--- src/rop_cfg.svh ---
// Constants for the raster operation datapath: field positions, codes and sizes.
`ifndef ROP_CFG_SVH
`define ROP_CFG_SVH

// =====================================================================
// Control word field positions (most to least significant nibble).
`define ROP_FS_MSB      15
`define ROP_FS_LSB      12
`define ROP_SN_MSB      11
`define ROP_SN_LSB      8
`define ROP_LM_MSB      7
`define ROP_LM_LSB      4
`define ROP_RM_MSB      3
`define ROP_RM_LSB      0

// =====================================================================
// Reset values and sizes.
`define ROP_CTRL_RESET  16'h000f
`define ROP_WORD_W      16
`define ROP_FIFO_DEPTH  16

// =====================================================================
// Function select codes; the controller does not reference them.
`define ROP_FN_ZERO     4'h0
`define ROP_FN_XOR      4'h6
`define ROP_FN_SRC      4'hc
`define ROP_FN_ONE      4'hf

`endif

--- src/rop_link_if.sv ---
// Interface joining the raster operation datapath and its controller.
`timescale 1ns/1ps
`default_nettype none
interface rop_link_if;
  logic [15:0] dq_ctl;        // Data bus driven by the controller.
  logic        dq_ctl_oe;
  logic [15:0] dq_dev;        // Data bus driven by the datapath.
  logic        dq_dev_oe;
  logic        control_load_strobe;
  logic        data_latch_en;
  logic        source_enable;
  logic        word_swap_select;
  logic        output_source_select;
  logic        line_mode;
  logic [3:0]  pixel_address_lines;  // Masks/FIFO strobes in block mode.
  logic        pixel_latch_en;
  logic        pixel_data_ctl;
  logic        pixel_data_pin;
  logic        fifo_clear;
  modport dev (
    input  dq_ctl, dq_ctl_oe, control_load_strobe, data_latch_en, source_enable,
           word_swap_select, output_source_select, line_mode, pixel_address_lines,
           pixel_latch_en, pixel_data_ctl, fifo_clear,
    output dq_dev, dq_dev_oe, pixel_data_pin
  );
  modport ctl (
    output dq_ctl, dq_ctl_oe, control_load_strobe, data_latch_en, source_enable,
           word_swap_select, output_source_select, line_mode, pixel_address_lines,
           pixel_latch_en, pixel_data_ctl, fifo_clear,
    input  dq_dev, dq_dev_oe, pixel_data_pin
  );
endinterface
`default_nettype wire

--- src/rop_datapath.sv ---
// Raster operation datapath: latches, barrel shifter, FIFO and logic unit.
`timescale 1ns/1ps
`default_nettype none
`include "rop_cfg.svh"

module rop_datapath #(
  parameter int DEPTH = `ROP_FIFO_DEPTH
) (
  // Clock and reset.
  input  wire logic clk,
  input  wire logic srst,
  // Link to the controller.
  rop_link_if.dev   link,
  // Status for observation.
  output logic [4:0] fifo_count,
  output logic [15:0] control_word
);
  localparam int AW = $clog2(DEPTH);

  // =====================================================================
  // State.
  logic [15:0] master_input_latch, next_master_input_latch;
  logic        master_is_src, next_master_is_src;
  logic        master_valid, next_master_valid;
  logic [15:0] source_input_latch, next_source_input_latch;
  logic [15:0] barrel_pipeline_latch, next_barrel_pipeline_latch;
  logic [15:0] dest_input_latch, next_dest_input_latch;
  logic        pixel_input_latch, next_pixel_input_latch;
  logic [15:0] raster_op_control, next_raster_op_control;
  logic        shift_due, next_shift_due;
  logic [15:0] fifo_mem [DEPTH];
  logic [AW-1:0] wr_ptr, next_wr_ptr;
  logic [AW-1:0] rd_ptr, next_rd_ptr;
  logic [4:0]  count, next_count;
  logic [15:0] dq_out, next_dq_out;
  logic        pix_out, next_pix_out;

  // Combinational terms.
  logic [3:0]  function_select_field;
  logic [3:0]  shift_count_field;
  logic [3:0]  left_mask_field;
  logic [3:0]  right_mask_field;
  logic [31:0] barrel_in;
  logic [15:0] shifted;
  logic [15:0] operand_s;
  logic [15:0] lu_result;
  logic [15:0] lmask;
  logic [15:0] rmask;
  logic [15:0] eff_mask;
  logic [15:0] written;
  logic        left_en, right_en, fifo_wr, fifo_rd;
  logic        do_push, do_pop;
  logic [15:0] push_data;
  logic [15:0] fifo_head;

  // =====================================================================
  // Control fields, most to least significant nibble.
  assign function_select_field = raster_op_control[`ROP_FS_MSB:`ROP_FS_LSB];
  assign shift_count_field     = raster_op_control[`ROP_SN_MSB:`ROP_SN_LSB];
  assign left_mask_field       = raster_op_control[`ROP_LM_MSB:`ROP_LM_LSB];
  assign right_mask_field      = raster_op_control[`ROP_RM_MSB:`ROP_RM_LSB];

  // Pixel address lines double as mask enables and FIFO strobes in block mode.
  assign left_en  = !link.line_mode && link.pixel_address_lines[0];
  assign right_en = !link.line_mode && link.pixel_address_lines[1];
  assign fifo_wr  = !link.line_mode && link.pixel_address_lines[2];
  assign fifo_rd  = !link.line_mode && link.pixel_address_lines[3];

  // Word swap ahead of the shifter lets the controller walk right to left.
  assign barrel_in = link.word_swap_select ? {source_input_latch, barrel_pipeline_latch}
                                           : {barrel_pipeline_latch, source_input_latch};
  // Shift i: low 16-i bits of the upper word, then top i bits of the lower.
  assign shifted = 16'(barrel_in << shift_count_field >> 16);

  // Masks: a zero marks a destination bit that is preserved.
  assign lmask = 16'hffff >> left_mask_field;
  assign rmask = ~(16'h7fff >> right_mask_field);
  assign eff_mask = (left_en ? lmask : 16'hffff) & (right_en ? rmask : 16'hffff);

  assign fifo_head = fifo_mem[rd_ptr];
  // Second operand: FIFO in block mode, replicated pixel in line mode.
  assign operand_s = link.line_mode ? {16{pixel_input_latch}} : fifo_head;

  // Per-bit lookup into the function code.
  generate
    for (genvar b = 0; b < 16; b++) begin : g_lu
      assign lu_result[b] = function_select_field[{operand_s[b], dest_input_latch[b]}];
    end
  endgenerate
  assign written = (lu_result & eff_mask) | (dest_input_latch & ~eff_mask);

  // FIFO traffic: a pending shifted word beats a result store; both never clash
  // because source loads and destination cycles are separate by protocol.
  assign do_pop  = fifo_rd && count != 5'h00;
  assign do_push = fifo_wr && (count != 5'(DEPTH) || do_pop);
  assign push_data = shift_due ? shifted : written;

  // =====================================================================
  // Next-state logic for latches, FIFO pointers and outputs.
  always_comb begin
    next_master_input_latch    = master_input_latch;
    next_master_is_src         = master_is_src;
    next_master_valid          = 1'b0;
    next_source_input_latch    = source_input_latch;
    next_barrel_pipeline_latch = barrel_pipeline_latch;
    next_dest_input_latch      = dest_input_latch;
    next_pixel_input_latch     = pixel_input_latch;
    next_raster_op_control     = raster_op_control;
    next_shift_due             = 1'b0;
    next_wr_ptr                = wr_ptr;
    next_rd_ptr                = rd_ptr;
    next_count                 = count;
    // Every source and destination bus word is first caught in the master latch.
    if (link.data_latch_en) begin
      next_master_input_latch = link.dq_ctl;
      next_master_is_src      = link.source_enable;
      next_master_valid       = 1'b1;
    end
    if (link.control_load_strobe) begin
      next_raster_op_control = link.dq_ctl;
    end
    // Route the master word to the source or destination path.
    if (master_valid && master_is_src) begin
      next_source_input_latch    = master_input_latch;
      next_barrel_pipeline_latch = source_input_latch;
      next_shift_due             = 1'b1;
    end else if (master_valid) begin
      next_dest_input_latch = master_input_latch;
    end
    if (link.pixel_latch_en) begin
      next_pixel_input_latch = link.pixel_data_ctl;
    end
    if (do_push) begin
      next_wr_ptr = AW'(wr_ptr + 1'b1);
    end
    if (do_pop) begin
      next_rd_ptr = AW'(rd_ptr + 1'b1);
    end
    next_count = 5'(count + {4'h0, do_push} - {4'h0, do_pop});
    // Clearing the FIFO counters leaves the stored words untouched.
    if (link.fifo_clear) begin
      next_wr_ptr = '0;
      next_rd_ptr = '0;
      next_count  = 5'h00;
    end
    // Output mux: FIFO head or the masked result.
    next_dq_out  = link.output_source_select ? fifo_head : written;
    next_pix_out = lu_result[link.pixel_address_lines];
  end

  // FIFO storage write.
  always_ff @(posedge clk) begin
    if (do_push) begin
      fifo_mem[wr_ptr] <= push_data;
    end
  end

  // Register stage.
  always_ff @(posedge clk) begin
    if (srst) begin
      master_input_latch    <= 16'h0000;
      master_is_src         <= 1'b0;
      master_valid          <= 1'b0;
      source_input_latch    <= 16'h0000;
      barrel_pipeline_latch <= 16'h0000;
      dest_input_latch      <= 16'h0000;
      pixel_input_latch     <= 1'b0;
      raster_op_control     <= `ROP_CTRL_RESET;
      shift_due             <= 1'b0;
      wr_ptr                <= '0;
      rd_ptr                <= '0;
      count                 <= 5'h00;
      dq_out                <= 16'h0000;
      pix_out               <= 1'b0;
    end else begin
      master_input_latch    <= next_master_input_latch;
      master_is_src         <= next_master_is_src;
      master_valid          <= next_master_valid;
      source_input_latch    <= next_source_input_latch;
      barrel_pipeline_latch <= next_barrel_pipeline_latch;
      dest_input_latch      <= next_dest_input_latch;
      pixel_input_latch     <= next_pixel_input_latch;
      raster_op_control     <= next_raster_op_control;
      shift_due             <= next_shift_due;
      wr_ptr                <= next_wr_ptr;
      rd_ptr                <= next_rd_ptr;
      count                 <= next_count;
      dq_out                <= next_dq_out;
      pix_out               <= next_pix_out;
    end
  end

  // Bus drive: the device drives data only when the controller is not.
  assign link.dq_dev         = dq_out;
  assign link.dq_dev_oe      = !link.dq_ctl_oe;
  assign link.pixel_data_pin = pix_out;
  assign fifo_count          = count;
  assign control_word        = raster_op_control;
endmodule // rop_datapath
`default_nettype wire

--- src/flat_wrapper.sv ---
// flat-port wrapper written by rule: the top's interface ports become plain ports
module rop_datapath_flat 
#(
  parameter int DEPTH = `ROP_FIFO_DEPTH
)
  (clk, srst, fifo_count, control_word, link_dq_ctl, link_dq_ctl_oe, link_control_load_strobe, link_data_latch_en, link_source_enable, link_word_swap_select, link_output_source_select, link_line_mode, link_pixel_address_lines, link_pixel_latch_en, link_pixel_data_ctl, link_fifo_clear, link_dq_dev, link_dq_dev_oe, link_pixel_data_pin);
  rop_link_if link_i ();
  input  wire logic clk;
  input  wire logic srst;
  output logic [4:0] fifo_count;
  output logic [15:0] control_word;
  input wire logic [$bits(link_i.dq_ctl)-1:0] link_dq_ctl;
  input wire logic [$bits(link_i.dq_ctl_oe)-1:0] link_dq_ctl_oe;
  input wire logic [$bits(link_i.control_load_strobe)-1:0] link_control_load_strobe;
  input wire logic [$bits(link_i.data_latch_en)-1:0] link_data_latch_en;
  input wire logic [$bits(link_i.source_enable)-1:0] link_source_enable;
  input wire logic [$bits(link_i.word_swap_select)-1:0] link_word_swap_select;
  input wire logic [$bits(link_i.output_source_select)-1:0] link_output_source_select;
  input wire logic [$bits(link_i.line_mode)-1:0] link_line_mode;
  input wire logic [$bits(link_i.pixel_address_lines)-1:0] link_pixel_address_lines;
  input wire logic [$bits(link_i.pixel_latch_en)-1:0] link_pixel_latch_en;
  input wire logic [$bits(link_i.pixel_data_ctl)-1:0] link_pixel_data_ctl;
  input wire logic [$bits(link_i.fifo_clear)-1:0] link_fifo_clear;
  output wire logic [$bits(link_i.dq_dev)-1:0] link_dq_dev;
  output wire logic [$bits(link_i.dq_dev_oe)-1:0] link_dq_dev_oe;
  output wire logic [$bits(link_i.pixel_data_pin)-1:0] link_pixel_data_pin;
  assign link_i.dq_ctl = link_dq_ctl;
  assign link_i.dq_ctl_oe = link_dq_ctl_oe;
  assign link_i.control_load_strobe = link_control_load_strobe;
  assign link_i.data_latch_en = link_data_latch_en;
  assign link_i.source_enable = link_source_enable;
  assign link_i.word_swap_select = link_word_swap_select;
  assign link_i.output_source_select = link_output_source_select;
  assign link_i.line_mode = link_line_mode;
  assign link_i.pixel_address_lines = link_pixel_address_lines;
  assign link_i.pixel_latch_en = link_pixel_latch_en;
  assign link_i.pixel_data_ctl = link_pixel_data_ctl;
  assign link_i.fifo_clear = link_fifo_clear;
  assign link_dq_dev = link_i.dq_dev;
  assign link_dq_dev_oe = link_i.dq_dev_oe;
  assign link_pixel_data_pin = link_i.pixel_data_pin;
  rop_datapath #(.DEPTH(DEPTH)) u_core (.clk(clk), .srst(srst), .link(link_i), .fifo_count(fifo_count), .control_word(control_word));
endmodule
--- config.mk ---
export PLATFORM = sky130hd
export DESIGN_NAME = rop_datapath_flat
export DESIGN_NICKNAME = d
export VERILOG_FILES = /design/src/rop_link_if.sv /design/src/rop_datapath.sv /design/src/flat_wrapper.sv
export VERILOG_INCLUDE_DIRS = /design/src
export SDC_FILE = /design/constraint.sdc
export NUM_CORES = 1
export LEC_CHECK = 0
export BUFFER_PORTS_ARGS = -buffer_cell sky130_fd_sc_hd__buf_2
export CAP_MARGIN = 20
export CORE_MARGIN = 3
export CORE_UTILIZATION = 65
export DETAILED_ROUTE_END_ITERATION = 6
export HOLD_SLACK_MARGIN = 0.05
export PLACE_DENSITY = 0.91
export SYNTH_ARGS = -nofsm -noshare
export SYNTH_HDL_FRONTEND = slang
export SYNTH_SLANG_ARGS = --single-unit
export TNS_END_PERCENT = 10
--- constraint.sdc ---
create_clock -name clk -period 9.45 [get_ports clk]
set_input_delay 1.89 -clock clk [delete_from_list [all_inputs] [get_ports clk]]
set_output_delay 1.89 -clock clk [all_outputs]
set_load 0.02 [all_outputs]
==> summary.md <==
| Metric | Value |
|---|---|
| Synth Area in Simple Gates | `9.514%` |
| Proportion of layout cells with a drive suffix above 1 | `18.14%` |
| Crit Path Category | `flip-flop to flip-flop` |
| Top cells by area in the synthesized netlist | `sky130_fd_sc_hd__edfxtp_1, sky130_fd_sc_hd__dfxtp_1, sky130_fd_sc_hd__mux2i_1` |
| Number of warnings reported in the yosys synthesis log | `0` |
| Maximum net fanout on the critical path | `44` |
| Detailed Route Iter0 Violations | `~1800` |
| Number of cells on the worst reg-to-reg path | `8` |
| Remaining antenna violation count | `0` |
| Status | `complete, no violations` |
| Flip-flop and latch count after synthesis | `374` |
| Most frequent cell after synthesis | `sky130_fd_sc_hd__edfxtp_1` |
| Kind of start point of the critical path | `flip-flop` |
| Relative contribution of the clock network to total power | `40.5%` |
| Synth top area share | `44.15%` |
| WL per Instance | `26.42 um` |
| Highest-delay cell along the critical path | `sky130_fd_sc_hd__dfxtp_4` |
| Combinational group share of total power | `8.7%` |
| Worst Tran Pin Value | `~1100 ps` |
| Die Area | `28790 sq um` |
| Final-stage net count | `1453` |
| Series of cell instances along the critical path | `buf_4 -> mux4_1 -> mux4_2 -> a21oi_2 -> mux4_1 -> mux2i_1 -> mux2i_1 -> buf_4` |
| Hold path cells | `2` |
| Detailed Routing Iterations Pass 1 | `7` |
| Flop pwr share | `50.8%` |
| First-pass GRT wire length | `68770 um` |
| Min-Delay Startpoint | `u_core.master_input_latch[6]` |
| Worst IR Drop VDD | `between 100 and 150 uV` |
| DRC errors left | `0` |
| Remaining global-route overflow | `0` |
| Setup slack, reg-to-reg | `slightly below 5000 ps` |
| Site row count | `59` |
| Number of top-level pins | `between 70 and 80` |
| Initial antenna violation count | `0` |
| Leakage power summed over all cells | `6.754 nW` |
| Switching component of the power | `between 0.0008 and 0.0009 W` |
| H-tree depth | `2` |
| Vias per cell | `6.845` |
| Number of global-route vias before repair | `11590` |
| Area after DPL | `17870 sq um` |
| Maximum buffer depth of the clock tree | `3` |
| Endpoint of the worst hold path | `u_core.dest_input_latch[6]` |
| Final cycle utilization of the critical path | `47.56%` |
| Clock sink total | `374` |
| Post-synthesis mux area share | `about a fifth` |
| Switching Fraction | `23.55%` |
| Max-slew violations | `0` |
| Routed vias | `12140` |
| Fraction of the mapped netlist area in adder cells | `less than 1%` |
| TNS Setup | `0 ps` |
| Setup repair after global routing missed its margin | `no` |
| Max_slew headroom | `24.65%` |
| Hold-fix buffers, CTS | `0` |
| Peak Freq | `0.2225 GHz` |
| Layout area overhead | `10.32%` |
| Highest cell delay on the worst timing path | `750 ps` |
| Dpl ws | `4344 ps` |
| Arr. time, crit path | `between 4000 and 5000 ps` |
| Die extent in x | `169.7 um` |
| Post-layout worst setup margin | `4956 ps` |
| Path class of the lowest-slack min-delay path | `flip-flop to flip-flop` |
| Final standard cell area without fillers | `19210 sq um` |
| Cell taking the most area after synthesis | `sky130_fd_sc_hd__edfxtp_1` |
| Total of buffers placed on input and output ports | `70` |
| Most used flip-flop cell after synthesis | `sky130_fd_sc_hd__edfxtp_1` |
| Effective utilization at floorplan | `66.44%` |
| Detail Placement HPWL | `28710 um` |
| Number of enable-type register cells in the synthesized netlist | `256` |
| Postcts setup bufs | `0` |
| Height of the die | `169.7 um` |
| Antenna Diode Count | `0` |
| Total Routing Usage GR | `between 30% and 40%` |
| Multi-input gate area in the final layout | `approximately 6700 sq um` |
| Required time of the worst setup path | `9710 ps` |
| Combinational family with the most area after synthesis | `multiplexers` |
| Skew-Pair Late Insertion Delay | `540 ps` |
| Period minus WS final | `around 4500 ps` |
| Average footprint of a synthesized cell | `approximately 13 sq um` |
| Post-Synth XOR/XNOR Area | `less than 1%` |
| Pin count of the biggest net entering global routing | `97` |
| Area of the placeable core | `26210 sq um` |
| Clock buffers created by TritonCTS | `37` |
| Combined area of all synthesized cells | `17410 sq um` |
| TritonCTS clock tree | `done` |
| Number of max-cap violations | `0` |
| RePlAce Congestion | `0.9375` |
| Number of hold violations in the final report | `0` |
| Async set or reset register ratio after synthesis | `0%` |
| Total internal power | `0.002745 W` |
| Synth top cells by count | `sky130_fd_sc_hd__edfxtp_1, sky130_fd_sc_hd__nand2_1, sky130_fd_sc_hd__mux2i_1` |
| Largest clock skew in the final design | `between 15 and 20 ps` |
| Final wirelength | `between 40000 and 50000 um` |
| Distinct cell type count after synthesis | `75` |
| Reg area | `10050 sq um` |
| Complex-gate fraction of the synthesized area | `8.020%` |
| Sequential area share after synthesis | `57.72%` |
| P per Cell Area | `187.0 nW/um^2` |
| Post-synthesis instance total | `1354` |
| Net Count, Synth | `1397` |
| Hold Worst Slack | `slightly below 500 ps` |
| Gates resized, CTS repair | `0` |
| Reg-to-Reg End | `u_core.fifo_mem[6][4]` |
| Setup crit end kind | `flip-flop` |
| Fill cell count | `roughly 1600` |
| Finish-stage setup viols | `0` |
| CTS root buf | `sky130_fd_sc_hd__clkbuf_16` |
| Clock-pin slew on the worst setup and hold paths | `60 ps` |
sequential cells by signal, indices dropped and copies added (netlist names), 4 cells and up, named ones only:
register,count
u_core.control_word,16
u_core.fifo_mem,256
u_core.link.dq_dev,16
u_core.fifo_count,5
u_core.barrel_pipeline_latch,16
u_core.source_input_latch,16
u_core.wr_ptr,4
u_core.rd_ptr,4
u_core.dest_input_latch,16
u_core.master_input_latch,16
placed cells by master (no fill, tap or decap), types with 7 or more instances in the layout:
cell type,instances
sky130_fd_sc_hd__mux4_2,57
sky130_fd_sc_hd__nand2_1,189
sky130_fd_sc_hd__clkbuf_16,39
sky130_fd_sc_hd__a211oi_1,18
sky130_fd_sc_hd__mux2_2,19
sky130_fd_sc_hd__mux4_1,22
sky130_fd_sc_hd__dfxtp_1,116
sky130_fd_sc_hd__o21ai_0,42
sky130_fd_sc_hd__buf_4,41
sky130_fd_sc_hd__mux2i_1,136
sky130_fd_sc_hd__clkbuf_1,9
sky130_fd_sc_hd__and2_1,9
sky130_fd_sc_hd__inv_1,20
sky130_fd_sc_hd__nor3_1,12
sky130_fd_sc_hd__nor2b_1,8
sky130_fd_sc_hd__a21oi_1,75
sky130_fd_sc_hd__nand3_1,7
sky130_fd_sc_hd__clkinv_1,9
sky130_fd_sc_hd__buf_2,70
sky130_fd_sc_hd__edfxtp_1,256
sky130_fd_sc_hd__o21a_1,8
sky130_fd_sc_hd__a31oi_1,12
sky130_fd_sc_hd__a22oi_1,12
sky130_fd_sc_hd__nor2_1,122
sky130_fd_sc_hd__ha_1,10
power by group through the flow:
stage	Combinational, W	Clock (W)	Sequential, W
after global placement	0.000283	0	0.00186
after CTS	0.000297	0.00146	0.00182
after floorplan	0.000200	0	0.00186
final	0.000314	0.00145	0.00182
after global routing	0.000334	0.00153	0.00182
after detailed placement	0.000295	0	0.00186
final cells by class:
class | instances | area share, %
clock buffers | 51 | 5.472
well taps | 335 | 2.182
clock inverters | 17 | 0.8012
inverters | 22 | 0.4299
repair buffers | 113 | 3.713
multi-input cells | 862 | 35.06
flip-flops and latches | 374 | 52.34
critical path, delay by kind of cell (launching register included):
family / cells / cell delay [ps]
mux: 5 / 2300
buf+inv: 2 / 950
flops: 1 / 750
compound gates: 1 / 170
layer usage:
metal  global-route usage, %  share of wire [%]  vias up
li1                        -                  -     5187
met4                   13.87                4.9        0
met1                   41.65                 36     5832
met3                   5.311                 11      175
met5                       0                  0        -
met2                   52.21                 48      949
worst max path at each step:
stage | to | slack (ps) | cells past startpoint | startpoint
floorplan | u_core.fifo_mem[3][0] | 4710 | 5 | link_line_mode
detailed placement | u_core.fifo_mem[2][3] | 4340 | 8 | link_word_swap_select
CTS | u_core.fifo_mem[2][3] | 4630 | 9 | flip-flop
global route | u_core.fifo_mem[11][6] | 4860 | 9 | flip-flop
global placement | u_core.fifo_mem[10][11] | 4610 | 8 | link_word_swap_select
finish | u_core.fifo_mem[6][4] | 4960 | 8 | flip-flop
stage by stage:
step	utilization, %	total power (W)	instances
3_5_place_dp	68.17	0.002152	1693
3_3_place_gp	68.15	0.002139	1692
4_1_cts	72.77	0.003583	1761
5_1_grt	73.30	0.003689	1774
6_report	73.30	0.003591	1774
2_1_floorplan	-	0.002058	1354
cell families (layout without fill, tap and decap cells):
kind of cell | after synthesis | after routing
and+or+nand+nor | 389 | 389
DFF | 374 | 374
muxes | 234 | 234
AOI/OAI and AO/OA | 219 | 219
buffers and inverters | 118 | 203
adders and majority gates | 11 | 11
xor gates and xnor gates | 9 | 9
No activity file was read; power rests on OpenSTA's default activity.
